File: src/logic/uar_rx_map.svh
/*
 * Register offsets, field positions, reset values and timing counts of the asynchronous receiver.
 * Assumes byte addressing on a 32-bit AXI4-Lite bus, one aligned word per register.
 */
`ifndef UAR_RX_MAP_SVH
`define UAR_RX_MAP_SVH

// ----------------------------------------------------------------------------
// Register byte offsets
// ----------------------------------------------------------------------------
`define UAR_OFS_CTRL        12'h000
`define UAR_OFS_BAUD        12'h004
`define UAR_OFS_STATUS      12'h008
`define UAR_OFS_DATA        12'h00c

// ----------------------------------------------------------------------------
// Control register fields (rx_status_ctrl_reg and enables)
// ----------------------------------------------------------------------------
`define UAR_CTRL_PEN_BIT    0
`define UAR_CTRL_REN_BIT    1
`define UAR_CTRL_N9_BIT     2
`define UAR_CTRL_ADR_BIT    3
`define UAR_CTRL_SYNC_BIT   4
`define UAR_CTRL_RXIE_BIT   5
`define UAR_CTRL_PIE_BIT    6
`define UAR_CTRL_GLB_BIT    7
`define UAR_CTRL_RESET      8'h00

// ----------------------------------------------------------------------------
// Status register fields
// ----------------------------------------------------------------------------
`define UAR_STAT_READY_BIT  0
`define UAR_STAT_FRM_BIT    1
`define UAR_STAT_OVR_BIT    2
`define UAR_STAT_NINTH_BIT  3
`define UAR_STAT_IDLE_BIT   4

// ----------------------------------------------------------------------------
// Baud divisor: one oversample tick every (divisor + 1) clocks
// ----------------------------------------------------------------------------
`define UAR_BAUD_RESET      16'h0000

// ----------------------------------------------------------------------------
// Oversampling counts (16 ticks per bit)
// ----------------------------------------------------------------------------
`define UAR_OVERSAMPLE      16
`define UAR_HALF_BIT_LAST   4'h7
`define UAR_FULL_BIT_LAST   4'hf
`define UAR_BITS_8          4'h8
`define UAR_BITS_9          4'h9

// ----------------------------------------------------------------------------
// AXI responses
// ----------------------------------------------------------------------------
`define UAR_RESP_OKAY       2'b00
`define UAR_RESP_DECERR     2'b11

`endif

File: src/logic/uar_rx_pkg.sv
/*
 * Types of the asynchronous receiver.
 * Assumes uar_rx_map.svh is on the include path.
 */
package uar_rx_pkg;

    // Receive sequencer states, one-hot
    typedef enum logic [3:0] {
        UAR_IDLE  = 4'b0001,
        UAR_START = 4'b0010,
        UAR_DATA  = 4'b0100,
        UAR_STOP  = 4'b1000
    } uar_rx_state_t;

endpackage

File: src/logic/uar_receiver.sv
/*
 * Asynchronous serial receiver with 16x oversampling, a small receive FIFO with
 * framing and overrun status, 9-bit and address-detect reception, and an AXI4-Lite slave.
 * Assumes rx_in is already synchronous to aclk and idles high.
 */
// Our own choices: the AXI4-Lite register port and the register offsets.
`timescale 1ns/1ps
`include "uar_rx_map.svh"

// Notes on behaviour
// Falling edge on line starts a character
// High at half bit aborts silently
// Each bit centre majority voted, shifted in
// Stop bit low sets framing error
// Finished character enters FIFO, ready set
// Data read returns and removes oldest
// Ready means enabled and FIFO not empty
// Ready flag is read only
// Interrupt needs ready and three enables
// Framing flag stored per character, shows oldest
// Framing flag read only, reception continues
// Port disable clears framing; receive disable not
// Framing error alone raises no interrupt
// Third character on full FIFO sets overrun
// Overrun blocks new characters, old readable
// Overrun cleared only by receive/port disable
// Nine-bit mode shifts nine, shows ninth
// Software reads status before data register
// Address detect keeps only ninth-bit-set characters
// Software clears address detect after match
// Software follows fixed setup order
// Runs only when enabled, async, port on
// Recovery at 16x, shifter once per bit
// Majority of three oversamples round centre
// Ready drops after emptying read or disable
module uar_receiver
    import uar_rx_pkg::*;
#(
    parameter int FIFO_DEPTH = 2
)(
    // Clock and reset
    input  wire logic        aclk,
    input  wire logic        aresetn,
    // AXI4-Lite write address
    input  wire logic        s_axi_awvalid,
    output logic             s_axi_awready,
    input  wire logic [11:0] s_axi_awaddr,
    // AXI4-Lite write data
    input  wire logic        s_axi_wvalid,
    output logic             s_axi_wready,
    input  wire logic [31:0] s_axi_wdata,
    input  wire logic [3:0]  s_axi_wstrb,
    // AXI4-Lite write response
    output logic             s_axi_bvalid,
    input  wire logic        s_axi_bready,
    output logic [1:0]       s_axi_bresp,
    // AXI4-Lite read address
    input  wire logic        s_axi_arvalid,
    output logic             s_axi_arready,
    input  wire logic [11:0] s_axi_araddr,
    // AXI4-Lite read data
    output logic             s_axi_rvalid,
    input  wire logic        s_axi_rready,
    output logic [31:0]      s_axi_rdata,
    output logic [1:0]       s_axi_rresp,
    // Serial line and events
    input  wire logic        rx_in,
    output logic             rx_ready_flag,
    output logic             rx_irq
);

    localparam int PW = (FIFO_DEPTH > 2) ? $clog2(FIFO_DEPTH) : 1;
    localparam int CW = $clog2(FIFO_DEPTH + 1);

    initial
    begin
        if (FIFO_DEPTH < 2)
        begin
            $error("FIFO_DEPTH must be at least 2");
        end
    end

    // ----------------------------------------------------------------------------
    // State
    // ----------------------------------------------------------------------------
    typedef struct packed {
        uar_rx_state_t                st;
        logic [3:0]                   os_cnt;
        logic [3:0]                   bit_cnt;
        logic [8:0]                   shift;
        logic [2:0]                   samp;
        logic                         rx_prev;
        logic [15:0]                  div_cnt;
        logic [7:0]                   ctrl;
        logic [15:0]                  baud;
        logic [FIFO_DEPTH-1:0][9:0]   mem;
        logic [PW-1:0]                wr_ptr;
        logic [PW-1:0]                rd_ptr;
        logic [CW-1:0]                count;
        logic                         overrun;
        logic                         ready;
        logic                         irq;
        logic                         aw_have;
        logic [11:0]                  awaddr;
        logic                         w_have;
        logic [31:0]                  wdata;
        logic [3:0]                   wstrb;
        logic                         awready;
        logic                         wready;
        logic                         bvalid;
        logic [1:0]                   bresp;
        logic                         arready;
        logic                         rvalid;
        logic [31:0]                  rdata;
        logic [1:0]                   rresp;
    } uar_regs_t;

    uar_regs_t q;
    uar_regs_t d;

    // Value held by at least two of three samples
    function automatic logic maj3(input logic [2:0] s);
        return (s[0] & s[1]) | (s[0] & s[2]) | (s[1] & s[2]);
    endfunction

    function automatic logic [PW-1:0] ptr_next(input logic [PW-1:0] p);
        return (p == PW'(FIFO_DEPTH - 1)) ? '0 : p + PW'(1);
    endfunction

    // ----------------------------------------------------------------------------
    // Next state
    // ----------------------------------------------------------------------------
    always_comb
    begin
        logic       port_on;
        logic       rx_en;
        logic       tick;
        logic [2:0] s;
        logic       bit_v;
        logic       push;
        logic       pop;
        logic [9:0] push_word;
        logic [9:0] head;
        logic       wr_go;
        port_on   = 1'b0;
        rx_en     = 1'b0;
        tick      = 1'b0;
        s         = '0;
        bit_v     = 1'b0;
        push      = 1'b0;
        pop       = 1'b0;
        push_word = '0;
        head      = '0;
        wr_go     = 1'b0;
        d         = q;

        port_on = q.ctrl[`UAR_CTRL_PEN_BIT];
        // async enable
        rx_en = port_on & q.ctrl[`UAR_CTRL_REN_BIT] & ~q.ctrl[`UAR_CTRL_SYNC_BIT];
        head  = q.mem[q.rd_ptr];

        // Oversample divider
        // R23 16x recovery tick
        if (rx_en && q.div_cnt == q.baud)
        begin
            tick      = 1'b1;
            d.div_cnt = '0;
        end
        else if (rx_en)
        begin
            d.div_cnt = q.div_cnt + 16'h0001;
        end
        else
        begin
            d.div_cnt = '0;
        end

        // ------------------------------------------------------------------------
        // Receive sequencer
        // ------------------------------------------------------------------------
        if (tick)
        begin
            s         = {q.samp[1:0], rx_in};
            d.samp    = s;
            d.rx_prev = rx_in;
            d.os_cnt  = q.os_cnt + 4'h1;
            unique case (q.st)
                UAR_IDLE:
                begin
                    // start edge
                    // blocked while overrun
                    if (q.rx_prev && !rx_in && !q.overrun)
                    begin
                        d.st     = UAR_START;
                        d.os_cnt = '0;
                    end
                end
                UAR_START:
                begin
                    if (q.os_cnt == `UAR_HALF_BIT_LAST)
                    begin
                        d.os_cnt  = '0;
                        d.bit_cnt = '0;
                        // abort if line high
                        // vote of three
                        d.st      = maj3(s) ? UAR_IDLE : UAR_DATA;
                    end
                end
                UAR_DATA:
                begin
                    if (q.os_cnt == `UAR_FULL_BIT_LAST)
                    begin
                        // centre sample shifted in
                        bit_v     = maj3(s);
                        d.shift   = {bit_v, q.shift[8:1]};
                        d.os_cnt  = '0;
                        d.bit_cnt = q.bit_cnt + 4'h1;
                        // nine bits when selected
                        if (d.bit_cnt == (q.ctrl[`UAR_CTRL_N9_BIT] ? `UAR_BITS_9 : `UAR_BITS_8))
                        begin
                            d.st = UAR_STOP;
                        end
                    end
                end
                UAR_STOP:
                begin
                    if (q.os_cnt == `UAR_FULL_BIT_LAST)
                    begin
                        d.os_cnt = '0;
                        d.st     = UAR_IDLE;
                        // stop low means framing error
                        // flag stored with character
                        push_word[9]   = ~maj3(s);
                        push_word[8:0] = q.ctrl[`UAR_CTRL_N9_BIT] ? q.shift : {1'b0, q.shift[8:1]};
                        // address filter
                        // reception continues on error
                        push = !(q.ctrl[`UAR_CTRL_ADR_BIT] && q.ctrl[`UAR_CTRL_N9_BIT] && !push_word[8]);
                    end
                end
            endcase
        end

        // ------------------------------------------------------------------------
        // AXI4-Lite write
        // ------------------------------------------------------------------------
        if (s_axi_awvalid && q.awready)
        begin
            d.aw_have = 1'b1;
            d.awaddr  = s_axi_awaddr;
        end
        if (s_axi_wvalid && q.wready)
        begin
            d.w_have = 1'b1;
            d.wdata  = s_axi_wdata;
            d.wstrb  = s_axi_wstrb;
        end
        if (q.bvalid && s_axi_bready)
        begin
            d.bvalid = 1'b0;
        end
        wr_go = q.aw_have && q.w_have && !q.bvalid;
        if (wr_go)
        begin
            d.aw_have = 1'b0;
            d.w_have  = 1'b0;
            d.bvalid  = 1'b1;
            d.bresp   = `UAR_RESP_OKAY;
            unique case (q.awaddr)
                `UAR_OFS_CTRL:
                begin
                    if (q.wstrb[0])
                    begin
                        d.ctrl = q.wdata[7:0];
                    end
                end
                `UAR_OFS_BAUD:
                begin
                    if (q.wstrb[0])
                    begin
                        d.baud[7:0] = q.wdata[7:0];
                    end
                    if (q.wstrb[1])
                    begin
                        d.baud[15:8] = q.wdata[15:8];
                    end
                end
                // status writes ignored
                `UAR_OFS_STATUS, `UAR_OFS_DATA:
                begin
                end
                default:
                begin
                    d.bresp = `UAR_RESP_DECERR;
                end
            endcase
        end
        d.awready = !d.aw_have && !d.bvalid;
        d.wready  = !d.w_have && !d.bvalid;

        // ------------------------------------------------------------------------
        // AXI4-Lite read
        // ------------------------------------------------------------------------
        if (q.rvalid && s_axi_rready)
        begin
            d.rvalid = 1'b0;
        end
        if (s_axi_arvalid && q.arready)
        begin
            d.rvalid = 1'b1;
            d.rresp  = `UAR_RESP_OKAY;
            d.rdata  = '0;
            unique case (s_axi_araddr)
                `UAR_OFS_CTRL:
                begin
                    d.rdata[7:0] = q.ctrl;
                end
                `UAR_OFS_BAUD:
                begin
                    d.rdata[15:0] = q.baud;
                end
                `UAR_OFS_STATUS:
                begin
                    d.rdata[`UAR_STAT_READY_BIT] = q.ready;
                    d.rdata[`UAR_STAT_FRM_BIT]   = (q.count != '0) & head[9];
                    d.rdata[`UAR_STAT_OVR_BIT]   = q.overrun;
                    d.rdata[`UAR_STAT_NINTH_BIT] = (q.count != '0) & head[8];
                    d.rdata[`UAR_STAT_IDLE_BIT]  = (q.st == UAR_IDLE);
                end
                `UAR_OFS_DATA:
                begin
                    // read pops oldest
                    d.rdata[8:0] = (q.count != '0) ? head[8:0] : 9'h000;
                    pop          = (q.count != '0);
                end
                default:
                begin
                    d.rresp = `UAR_RESP_DECERR;
                end
            endcase
        end
        d.arready = !d.rvalid;

        // ------------------------------------------------------------------------
        // FIFO
        // ------------------------------------------------------------------------
        // full on completion sets overrun
        if (push && q.count == CW'(FIFO_DEPTH) && !pop)
        begin
            push      = 1'b0;
            d.overrun = 1'b1;
        end
        // character enters FIFO
        if (push)
        begin
            d.mem[q.wr_ptr] = push_word;
            d.wr_ptr        = ptr_next(q.wr_ptr);
        end
        if (pop)
        begin
            d.rd_ptr = ptr_next(q.rd_ptr);
        end
        d.count = q.count + CW'(push) - CW'(pop);

        // ------------------------------------------------------------------------
        // Disables
        // ------------------------------------------------------------------------
        if (!rx_en)
        begin
            d.st     = UAR_IDLE;
            d.os_cnt = '0;
            d.samp   = 3'b111;
            d.rx_prev = 1'b1;
        end
        // overrun cleared by receive disable
        if (!q.ctrl[`UAR_CTRL_REN_BIT])
        begin
            d.overrun = 1'b0;
        end
        // port disable flushes, clears framing
        if (!port_on)
        begin
            d.overrun = 1'b0;
            d.count   = '0;
            d.wr_ptr  = '0;
            d.rd_ptr  = '0;
        end

        // ready follows FIFO and enable
        // drops after last read or disable
        d.ready = rx_en && (d.count != '0);
        // four-way interrupt gate
        // framing not in the gate
        d.irq   = d.ready && d.ctrl[`UAR_CTRL_RXIE_BIT] && d.ctrl[`UAR_CTRL_PIE_BIT]
                  && d.ctrl[`UAR_CTRL_GLB_BIT];
    end

    // ----------------------------------------------------------------------------
    // Registers
    // ----------------------------------------------------------------------------
    always_ff @(posedge aclk)
    begin
        if (!aresetn)
        begin
            q         <= '0;
            q.st      <= UAR_IDLE;
            q.samp    <= 3'b111;
            q.rx_prev <= 1'b1;
            q.ctrl    <= `UAR_CTRL_RESET;
            q.baud    <= `UAR_BAUD_RESET;
        end
        else
        begin
            q <= d;
        end
    end

    assign s_axi_awready = q.awready;
    assign s_axi_wready  = q.wready;
    assign s_axi_bvalid  = q.bvalid;
    assign s_axi_bresp   = q.bresp;
    assign s_axi_arready = q.arready;
    assign s_axi_rvalid  = q.rvalid;
    assign s_axi_rdata   = q.rdata;
    assign s_axi_rresp   = q.rresp;
    assign rx_ready_flag = q.ready;
    assign rx_irq        = q.irq;

endmodule // uar_receiver

File: config.mk
export PLATFORM = sky130hd
export DESIGN_NAME = uar_receiver
export DESIGN_NICKNAME = d
export VERILOG_FILES = /design/src/logic/uar_rx_pkg.sv /design/src/logic/uar_receiver.sv
export VERILOG_INCLUDE_DIRS = /design/src /design/src/logic
export SDC_FILE = /design/constraint.sdc
export NUM_CORES = 1
export LEC_CHECK = 0
export BUFFER_PORTS_ARGS = -buffer_cell sky130_fd_sc_hd__buf_2
export CELL_PAD_IN_SITES_DETAIL_PLACEMENT = 1
export CELL_PAD_IN_SITES_GLOBAL_PLACEMENT = 2
export CORE_MARGIN = 2
export CORE_UTILIZATION = 34
export CTS_CLUSTER_DIAMETER = 200
export DETAILED_ROUTE_END_ITERATION = 7
export PLACE_DENSITY = 0.86
export REMOVE_ABC_BUFFERS = 1
export SYNTH_ARGS = -nofsm -noshare
export SYNTH_HDL_FRONTEND = slang
export SYNTH_SLANG_ARGS = --single-unit
export TNS_END_PERCENT = 1
File: constraint.sdc
create_clock -name aclk -period 4.1 [get_ports aclk]
set_input_delay 0.615 -clock aclk [delete_from_list [all_inputs] [get_ports aclk]]
set_output_delay 0.615 -clock aclk [all_outputs]
set_load 0.02 [all_outputs]
# Word level (Yosys, flattened, before mapping)
# Cells that the tools add are included.
[totals]
latchBits = 0
inputBits = 68
ff_bits = 166
word_cells = 174
romBits = 0
output_inout_bits = 43
memories = 0
ram_bits = 0
[classes]
multipliers = 0
reduce_logical = 48
n_lt_le_gt_ge = 3
n_addsub = 7
n_div = 0
shift = 0
n_bitwise = 13
n_mux = 51
n_eq_ne = 20
[ops]
columns = ["op", "count"]
rows = [
  ["2-to-1 mux 10 bit", 6],
  ["== test 12 x 4 -> 1 bit, second input constant", 4],
  ["2-to-1 mux 8 bit", 6],
  ["2-to-1 mux 37 bit", 1],
  ["2-to-1 mux 35 bit", 1],
  ["case mux 8 bit (4 select lines)", 1],
  ["== test 12 x 3 -> 1 bit, second input constant", 2],
  ["logical NOT 12 bit", 2],
  ["2-to-1 mux 24 bit", 1],
  ["logical AND 1 bit", 21],
  ["2-to-1 mux 21 bit", 1],
  ["bitwise mux 20 bit", 1],
  ["case mux 5 bit (4 select lines)", 1],
  ["2-to-1 mux 9 bit", 2],
  ["adder 16 x 1 -> 16 bit, second input constant", 1],
  ["== test 16 bit", 1],
  ["2-to-1 mux 1 bit", 16],
  ["2-to-1 mux 16 bit", 1],
  ["AND reduction 3 bit", 5],
  ["2-to-1 mux 13 bit", 1],
  ["2-to-1 mux 12 bit", 1],
  ["demux 10 bit (select 1 bit)", 1],
  ["logical NOT 1 bit", 10],
  ["!= test 2 bit, second input constant", 5],
  ["28 further kinds", 50],
]

# Longest topological paths before layout
# Gate-level depths: netlist (run 1).
[logic_depth]
ltp_word = 18
ltp_mapped = 12

# Worst setup path before layout (run 1)
# Ideal clock, no wire load.
[synth_timing]
path_kind = "input to register"
from = "in s_axi_araddr[9]"
to = "reg q, in the netlist rx_irq"
t_arrival_ns = 2.997
setup_ns = 0.126
n_path_buf = 1
stages = 12
setup_slack_ns = 0.977
path_cell_list = "nor4_1 -> and4_1 -> clkbuf_1 -> a21boi_0 -> or4_1 -> ha_1 -> inv_1 -> ha_1 -> xnor2_1 -> xnor2_1 -> nor2b_1 -> nor3_1"
[synth_via]
elab_chain_cells = 14
[synth_rtl]
columns = ["item", "line", "text"]
rows = [
  ["start, declared", "uar_receiver.sv:60", "input wire logic [11:0] s_axi_araddr,"],
  ["== test 12 x 4 -> 1 bit (*)", "uar_receiver.sv:312", "unique case (s_axi_araddr)"],
  ["2-to-1 mux 1 bit (*)", "uar_receiver.sv:312", ""],
  ["2-to-1 mux 1 bit (*)", "uar_receiver.sv:307", "if (s_axi_arvalid && q.arready)"],
  ["logical NOT 1 bit", "uar_receiver.sv:347", "if (push && q.count == CW'(FIFO_DEPTH) && !pop)"],
  ["logical AND 1 bit", "uar_receiver.sv:347", ""],
  ["2-to-1 mux 1 bit", "uar_receiver.sv:347", ""],
  ["adder 2 x 1 -> 2 bit", "uar_receiver.sv:362", "d.count = q.count + CW'(push) - CW'(pop);"],
  ["subtractor 2 x 1 -> 2 bit (*)", "uar_receiver.sv:362", ""],
  ["2-to-1 mux 3 bit (*)", "uar_receiver.sv:380", "if (!port_on)"],
  ["nonzero test 2 bit (*)", "uar_receiver.sv:390", "d.ready = rx_en && (d.count != '0);"],
  ["logical AND 1 bit (*)", "uar_receiver.sv:390", ""],
  ["logical AND 1 bit (*) (3 in series)", "uar_receiver.sv:393", "d.irq = d.ready && d.ctrl[`UAR_CTRL_RXIE_BIT] && d.ctrl[`UAR_CTRL_PIE_BIT]"],
  ["end, declared", "uar_receiver.sv:118", "uar_regs_t q;"],
]
# Every way passes the cells marked *; elsewhere a longest branch is shown, timed or not.
# A chain may end at the register's enable or synchronous reset.

# Final worst setup path (run 1)
[layout_timing]
from = "in s_axi_araddr[1]"
to = "reg q, in the netlist rx_irq"
# The elaborated chain is that of the path after synthesis.

==> results by group, run 1 <==
Run status
  – Status: finished, final reports clean

Synth
  – Cell count after synthesis: roughly 760
  – Sequential share of the synthesized area: 43.3%
  – Primary FF master, synth: dfxtp_1
  – Post-Syn Area: between 0.006 and 0.007 mm2
  – Flops & latches, synth: roughly 150
  – Syn. warnings: 0
  – Syn avg cell area: 8.83 um2
  – Post-synth top area share: a little over two fifths
  – Synth area leaders: dfxtp_1, mux2i_1, nand2_1, buf_4, nor2_1
  – Synth cell types: 64
  – Post-synth EDFFs: 0
  – Synth async-reset ratio: 0%
  – Synth area leader: dfxtp_1

Clock network
  – Clock Tree Root: clkbuf_16
  – Clk sink count: approximately 150
  – # hold bufs at CTS: 0
  – CTS tree: done
  – Clk_lat worst skew: between 0.4 and 0.5 ns
  – Post_cts resized: 0
  – Clk slew on worst S/H paths: 0.06 ns
  – Clock buffer depth: 2
  – TritonCTS Buffers: 17
  – Post-CTS setup buffer count: 0
  – CTS H-tree depth: 4

Worst hold path
  – Hold_sp: s_axi_wdata[14]
  – Hold path cells: 3
  – Hold Path Class: in -> reg
  – Hold EP: q[59]

Critical path
  – Critical path data required time: ~4.4 ns
  – R2R cell count: 11
  – CP startpoint kind: primary input
  – RR Endpoint: rx_irq
  – Critical path class: in -> reg
  – Critical R2R Launch: q[134]
  – CP peak stage delay: 0.52 ns
  – Worst path slowest cell: nor4_1
  – Crit path DAT: 3.36 ns
  – Critical-path cell list: buf_2 -> nor4_1 -> and4_1 -> a21boi_0 -> or4_1 -> ha_1 -> inv_1 -> ha_1 -> xnor2_1 -> xnor2_1 -> nor2b_1 -> nor3_1
  – Critical path's top delay family: simple AND/OR/NAND/NOR gates
  – Worst path bufs/invs: 2
  – R2r setup slk: roughly 1.1 ns
  – CP Max Fanout: 6
  – Crit end category: flip-flop

Placed design
  – Placed cell areas: around 0.0071 mm2
  – Port bufs: 76
  – Detailed Place HPWL: approximately 12000 um
  – GPL Wtd Cong: roughly 0.80

STA
  – Max-Slew Margin vs Limit: 48.6%
  – Fin. max-slew vios: 0
  – RSZ-0062 raised after global routing: no
  – Clk_skew: 0.00819 ns
  – Period utilization: approximately three quarters
  – Least-Margin Pin Slew: 0.770 ns
  – Setup violations, final: 0
  – Final Hold Vio Count: 0
  – Final worst path period need: between 3 and 4 ns
  – FMAX: 326 MHz
  – Setup_tns: 0 ns

Drt
  – DR iter-0 viols: approximately 310
  – Remaining antenna violation count: 0
  – Routed vias: approximately 5300
  – Vias per inst: around 4.9
  – Routed wire per std cell: ~16 um
  – Residual DRC: 0
  – Final Routed Wirelength: 16900 um
  – Pre-antenna DRT Iters: 4

Layout
  – NumNets Final: approximately 880
  – Post-layout util: between 30% and 40%
  – Post-Layout Inst Area: slightly below 0.008 mm2
  – Area grow syn2layout: 15.5%
  – Layout cells sized above 1: about 17%
  – Layout fillers: around 2300
  – Diodes inserted: 0
  – Multi-input gate area: 0.00337 mm2
  – Flip-flop and latch area: slightly below 0.003 mm2

Die
  – Rows: 51
  – IO Pins: approximately 110
  – Die ar.: between 0.02 and 0.025 mm2
  – Die H: about 140 um
  – Initial Util: 34.6%
  – Total core area: ~0.019 mm2
  – Die X: roughly 140 um

Pwr
  – Pleak: around 0.0032 uW
  – Pwr/cell area: 421 mW/mm2
  – Peak supply drop: ~0.29 mV

Global route
  – First-pass GRT wire length: 27800 um
  – Pin count of the biggest net entering global routing: between 70 and 80
  – Initial antenna violation count: 0
  – Global Route Usage Sum: 17.1%
  – Grt ovf: 0
  – Vias in the first global route: between 5000 and 6000

Flow run
  – Max-cap viol count: 0
## placed cells by master (no fill, tap or decap), drive strengths merged, types with 3 or more instances in the layout
cell        n
nand3      30
and3       10
and2        5
dfxtp     145
nor2       78
nand2     123
inv        14
conb       16
a21oi      39
nor2b       8
mux2       11
clkinvlp    4
buf        86
or4         3
nor3b       3
ha          5
nor3       13
nor4b       3
clkbuf     18
xor2       26
o21ai       9
nand4      13
a22oi      14
bufinv      4
mux2i      73
o22ai       3
nand2b      3
xnor2      10
o221ai      4
nor4       10
o32ai       4
and4        5
## Yosys cell counts, types with 9 or more instances
library cell	n
dfxtp_1	145
nand2_1	123
nor2_1	78
mux2i_1	73
a21oi_1	39
buf_4	39
nand3_1	29
xor2_1	25
clkbuf_1	23
a22oi_1	14
nand4_1	12
nor3_1	12
inv_1	10
mux2_2	10
xnor2_1	10
and3_1	9
## cell type report
cell class	instances	share of cell area, %
Multi-Input combinational cell	545	43.6
Sequential cell	145	37.5
Timing Repair Buffer	86	5.88
Clock buffer	18	5.67
Tap cell	265	4.28
Clock inverter	14	2.62
Inverter	10	0.485
## sequential cells by signal, summed over array words and instances (netlist names)
register / cells
s_axi_rresp: 1
rx_ready_flag: 1
s_axi_rvalid: 1
s_axi_rdata: 16
s_axi_bresp: 1
s_axi_wready: 1
s_axi_bvalid: 1
s_axi_arready: 1
s_axi_awready: 1
q: 120
rx_irq: 1
## report_power, final
part	internal (uW)	switching, uW
clock network	1040	637
logic	43.2	92.0
registers	1430	14.1
## logic make-up (layout without fill, tap and decap cells)
group                      Yosys count  after routing  synth area share (%)
buffers and inverters               84            128                  7.22
AOI/OAI and AO/OA                   91             91                  8.70
muxes                               84             84                  12.7
DFF                                145            145                  43.3
adders and majority gates            5              5                 0.933
other                                1             16                0.0559
xor gates and xnor gates            36             36                  4.82
and+or+nand+nor                    313            313                  22.2
## tightest hold or removal path, delay by kind of cell
kind	cells	cell delay [ns]
AOI/OAI and AO/OA	1	0.05
and+or+nand+nor	1	0.04
buffers and inverters	1	0.09
## worst max path at each step
stage	from	end	depth (start not counted)
5_1_grt	s_axi_araddr[9]	rx_irq	12
6_report	s_axi_araddr[1]	rx_irq	12
3_5_place_dp	s_axi_araddr[1]	rx_irq	12
2_1_floorplan	s_axi_araddr[9]	rx_irq	11
3_3_place_gp	s_axi_araddr[9]	rx_irq	12
4_1_cts	s_axi_araddr[1]	rx_irq	12
## metal layers
layer | up-vias | share of wire [%] | global-route usage [%]
met5 | - | 0 | 0
met4 | 0 | 1.6 | 5.83
li1 | 2682 | - | -
met3 | 16 | 3.3 | 4.17
met2 | 79 | 47 | 27.5
met1 | 2557 | 48 | 22.6
## stage by stage
| step | worst slack (ns) | std cells | hold slack [ns] | power [uW] |
|---|---|---|---|---|
| 6_report | 1.04 | 1083 | 0.423 | 3260 |
| 5_1_grt | 0.715 | 1083 | 0.417 | 3390 |
| 4_1_cts | 1.03 | 1083 | 0.403 | 3310 |
| 3_5_place_dp | 0.569 | 1051 | 0.445 | 1610 |
| 3_3_place_gp | 0.647 | 1051 | 0.438 | 1610 |
| 2_1_floorplan | 1.06 | 700 | 0.422 | 1550 |
(Power assumes the default switching activity.)
==> inputs of run 2 (changes only) <==
CORE_UTILIZATION = 31   (was 34)
PLACE_DENSITY = 0.83   (was 0.86)
clock period = 2.6 ns   (was 4.1 ns; I/O delays follow)
==> results by group, run 2 (synthesis results as in run 1) <==
Run status
  – Status: complete, but fails checks
  – Failing checks: setup timing

Clock network
  – CTS H-tree depth: 4
  – Clk slew on worst S/H paths: approximately 0.06 ns
  – Clock buffer depth: 2
  – Clock Tree Root: clkbuf_16
  – CTS tree: done
  – TritonCTS Buffers: 17
  – Clk sink count: 145
  – Clk_lat worst skew: between 0.4 and 0.5 ns

STA
  – Fin Hold WS: 0.203 ns
  – Fin. max-slew vios: 0
  – Final worst path period need: roughly 2.6 ns
  – Final Hold Vio Count: 0
  – Setup violations, final: 2
  – Max-Slew Margin vs Limit: ~44%
  – RSZ-0062 raised after global routing: yes
  – Setup_tns: -0.0274 ns
  – Period utilization: 101%
  – Post-route setup slack: -0.0234 ns
  – Clk_skew: about 0.012 ns
  – Least-Margin Pin Slew: around 0.84 ns
  – FMAX: around 380 MHz

Drt
  – Routed vias: about 5700
  – Residual DRC: 0
  – DR iter-0 viols: 275
  – Remaining antenna violation count: 0
  – Pre-antenna DRT Iters: 4
  – Vias per inst: 4.88
  – Final Routed Wirelength: 18200 um
  – Routed wire per std cell: roughly 16 um

Die
  – Rows: 53
  – Die H: 151 um
  – Total core area: 0.0212 mm2
  – Initial Util: between 30% and 40%
  – Die X: roughly 150 um
  – IO Pins: 111
  – Die ar.: between 0.02 and 0.025 mm2

Pwr
  – Sequential share of power: between 40% and 50%
  – Switching share of power: approximately 23%
  – Logic pwr share: about 4.4%
  – Cell internal pwr: 3890 uW
  – Pwr/cell area: slightly above 600 mW/mm2
  – Peak supply drop: around 0.46 mV
  – Pleak: about 0.0036 uW
  – Switching pwr: around 1200 uW
  – Clock share of power: 50.5%
  – Total power: about 5100 uW

Critical path
  – Critical-path cell list: xor2_1 -> nor4_2 -> buf_4 -> nand2_2 -> or4_1 -> ha_1 -> inv_1 -> ha_2 -> xnor2_2 -> xnor2_2 -> nor2b_4 -> nor3_1
  – Critical path class: reg -> reg
  – CP peak stage delay: about 0.47 ns
  – Critical path data required time: just under 3 ns
  – Crit end category: flip-flop
  – CP startpoint kind: flip-flop
  – Worst path slowest cell: or4_1
  – Most used cell along the critical path: xnor2_2
  – Crit path DAT: 2.97 ns
  – CP Max Fanout: 2

Layout
  – Area grow syn2layout: 24.1%
  – Largest register FFs: 120
  – Diodes inserted: 0
  – NumNets Final: 951
  – Most flop-heavy register: q
  – Layout cells sized above 1: 24.8%
  – Commonest non-fill, non-tap cell in the layout: dfxtp_1
  – Commonest cells after routing, fill and taps aside: dfxtp_1, nand2_1, buf_4, nor2_1, buf_2

Flow run
  – Max-cap viol count: 0

Global route
  – Grt ovf: 0
  – Initial antenna violation count: 0
  – Vias in the first global route: 5762
  – First-pass GRT wire length: approximately 30000 um
  – Pin count of the biggest net entering global routing: 75
  – Global Route Usage Sum: 16.9%

Placed design
  – GPL Wtd Cong: ~0.84
  – Port bufs: 76
  – Detailed Place HPWL: about 13000 um
  – Post-Place Worst Slack: -0.308 ns

Worst hold path
  – Hold Path Class: in -> reg
==> run 2: area by class of cell <==
class | count | area, um2
Clock inverter | 11 | 153
Multi-Input combinational cell | 545 | 3420
Timing Repair Buffer | 159 | 1000
Clock buffer | 20 | 457
Inverter | 10 | 37.5
Tap cell | 275 | 344
Sequential cell | 145 | 2910
Fill cell | 2526 | 12800
==> run 2: worst max-delay path, delay by kind of cell, from the launching register on <==
| kind | cells | cell delay, ns |
|---|---|---|
| and+or+nand+nor | 5 | 1.09 |
| xor gates and xnor gates | 3 | 0.46 |
| adders and majority gates | 2 | 0.45 |
| DFF | 1 | 0.32 |
| buffers and inverters | 2 | 0.22 |
==> run 2: power by group through the flow <==
stage          clock [uW]  sequential [uW]  combinational [uW]
2_1_floorplan           0             2330                 105
3_3_place_gp            0             2330                 222
3_5_place_dp            0             2330                 225
4_1_cts              2590             2280                 225
5_1_grt              2700             2280                 248
6_report             2550             2280                 223
==> run 2: what timing repair did <==
action,in CTS,in global routing
setup endpoints to repair,3,3
pin swaps,4,5
setup buffers,2,2
gates resized for setup,5,7
hold buffers,0,0
==> run 2: worst paths after layout <==
path / slack (ns) / from / cells after the start / endpoint
min reg2reg: 0.45 / q[89] / 2 / q[89]
max: -0.02 / q[133] / 12 / rx_irq
max reg2reg: -0.02 / q[133] / 12 / rx_irq
min: 0.20 / s_axi_wdata[13] / 3 / q[58]
==> run 2: through the flow <==
step                cell area, um2  instances  util (%)
floorplan                     6310        700         -
global placement              7630       1130      36.1
detailed placement            7630       1130      36.1
CTS                           8270       1163      39.1
global route                  8320       1165      39.3
finish                        8320       1165      39.3
==> run 2: metal layers <==
layer  routed length, um  vias up  GRT usage (%)
met5                   0        -              0
met2                8670       90           27.9
met1                8680     2750           22.1
met3                 587       21           3.28
met4                 227        0           5.42
li1                    -     2824              -
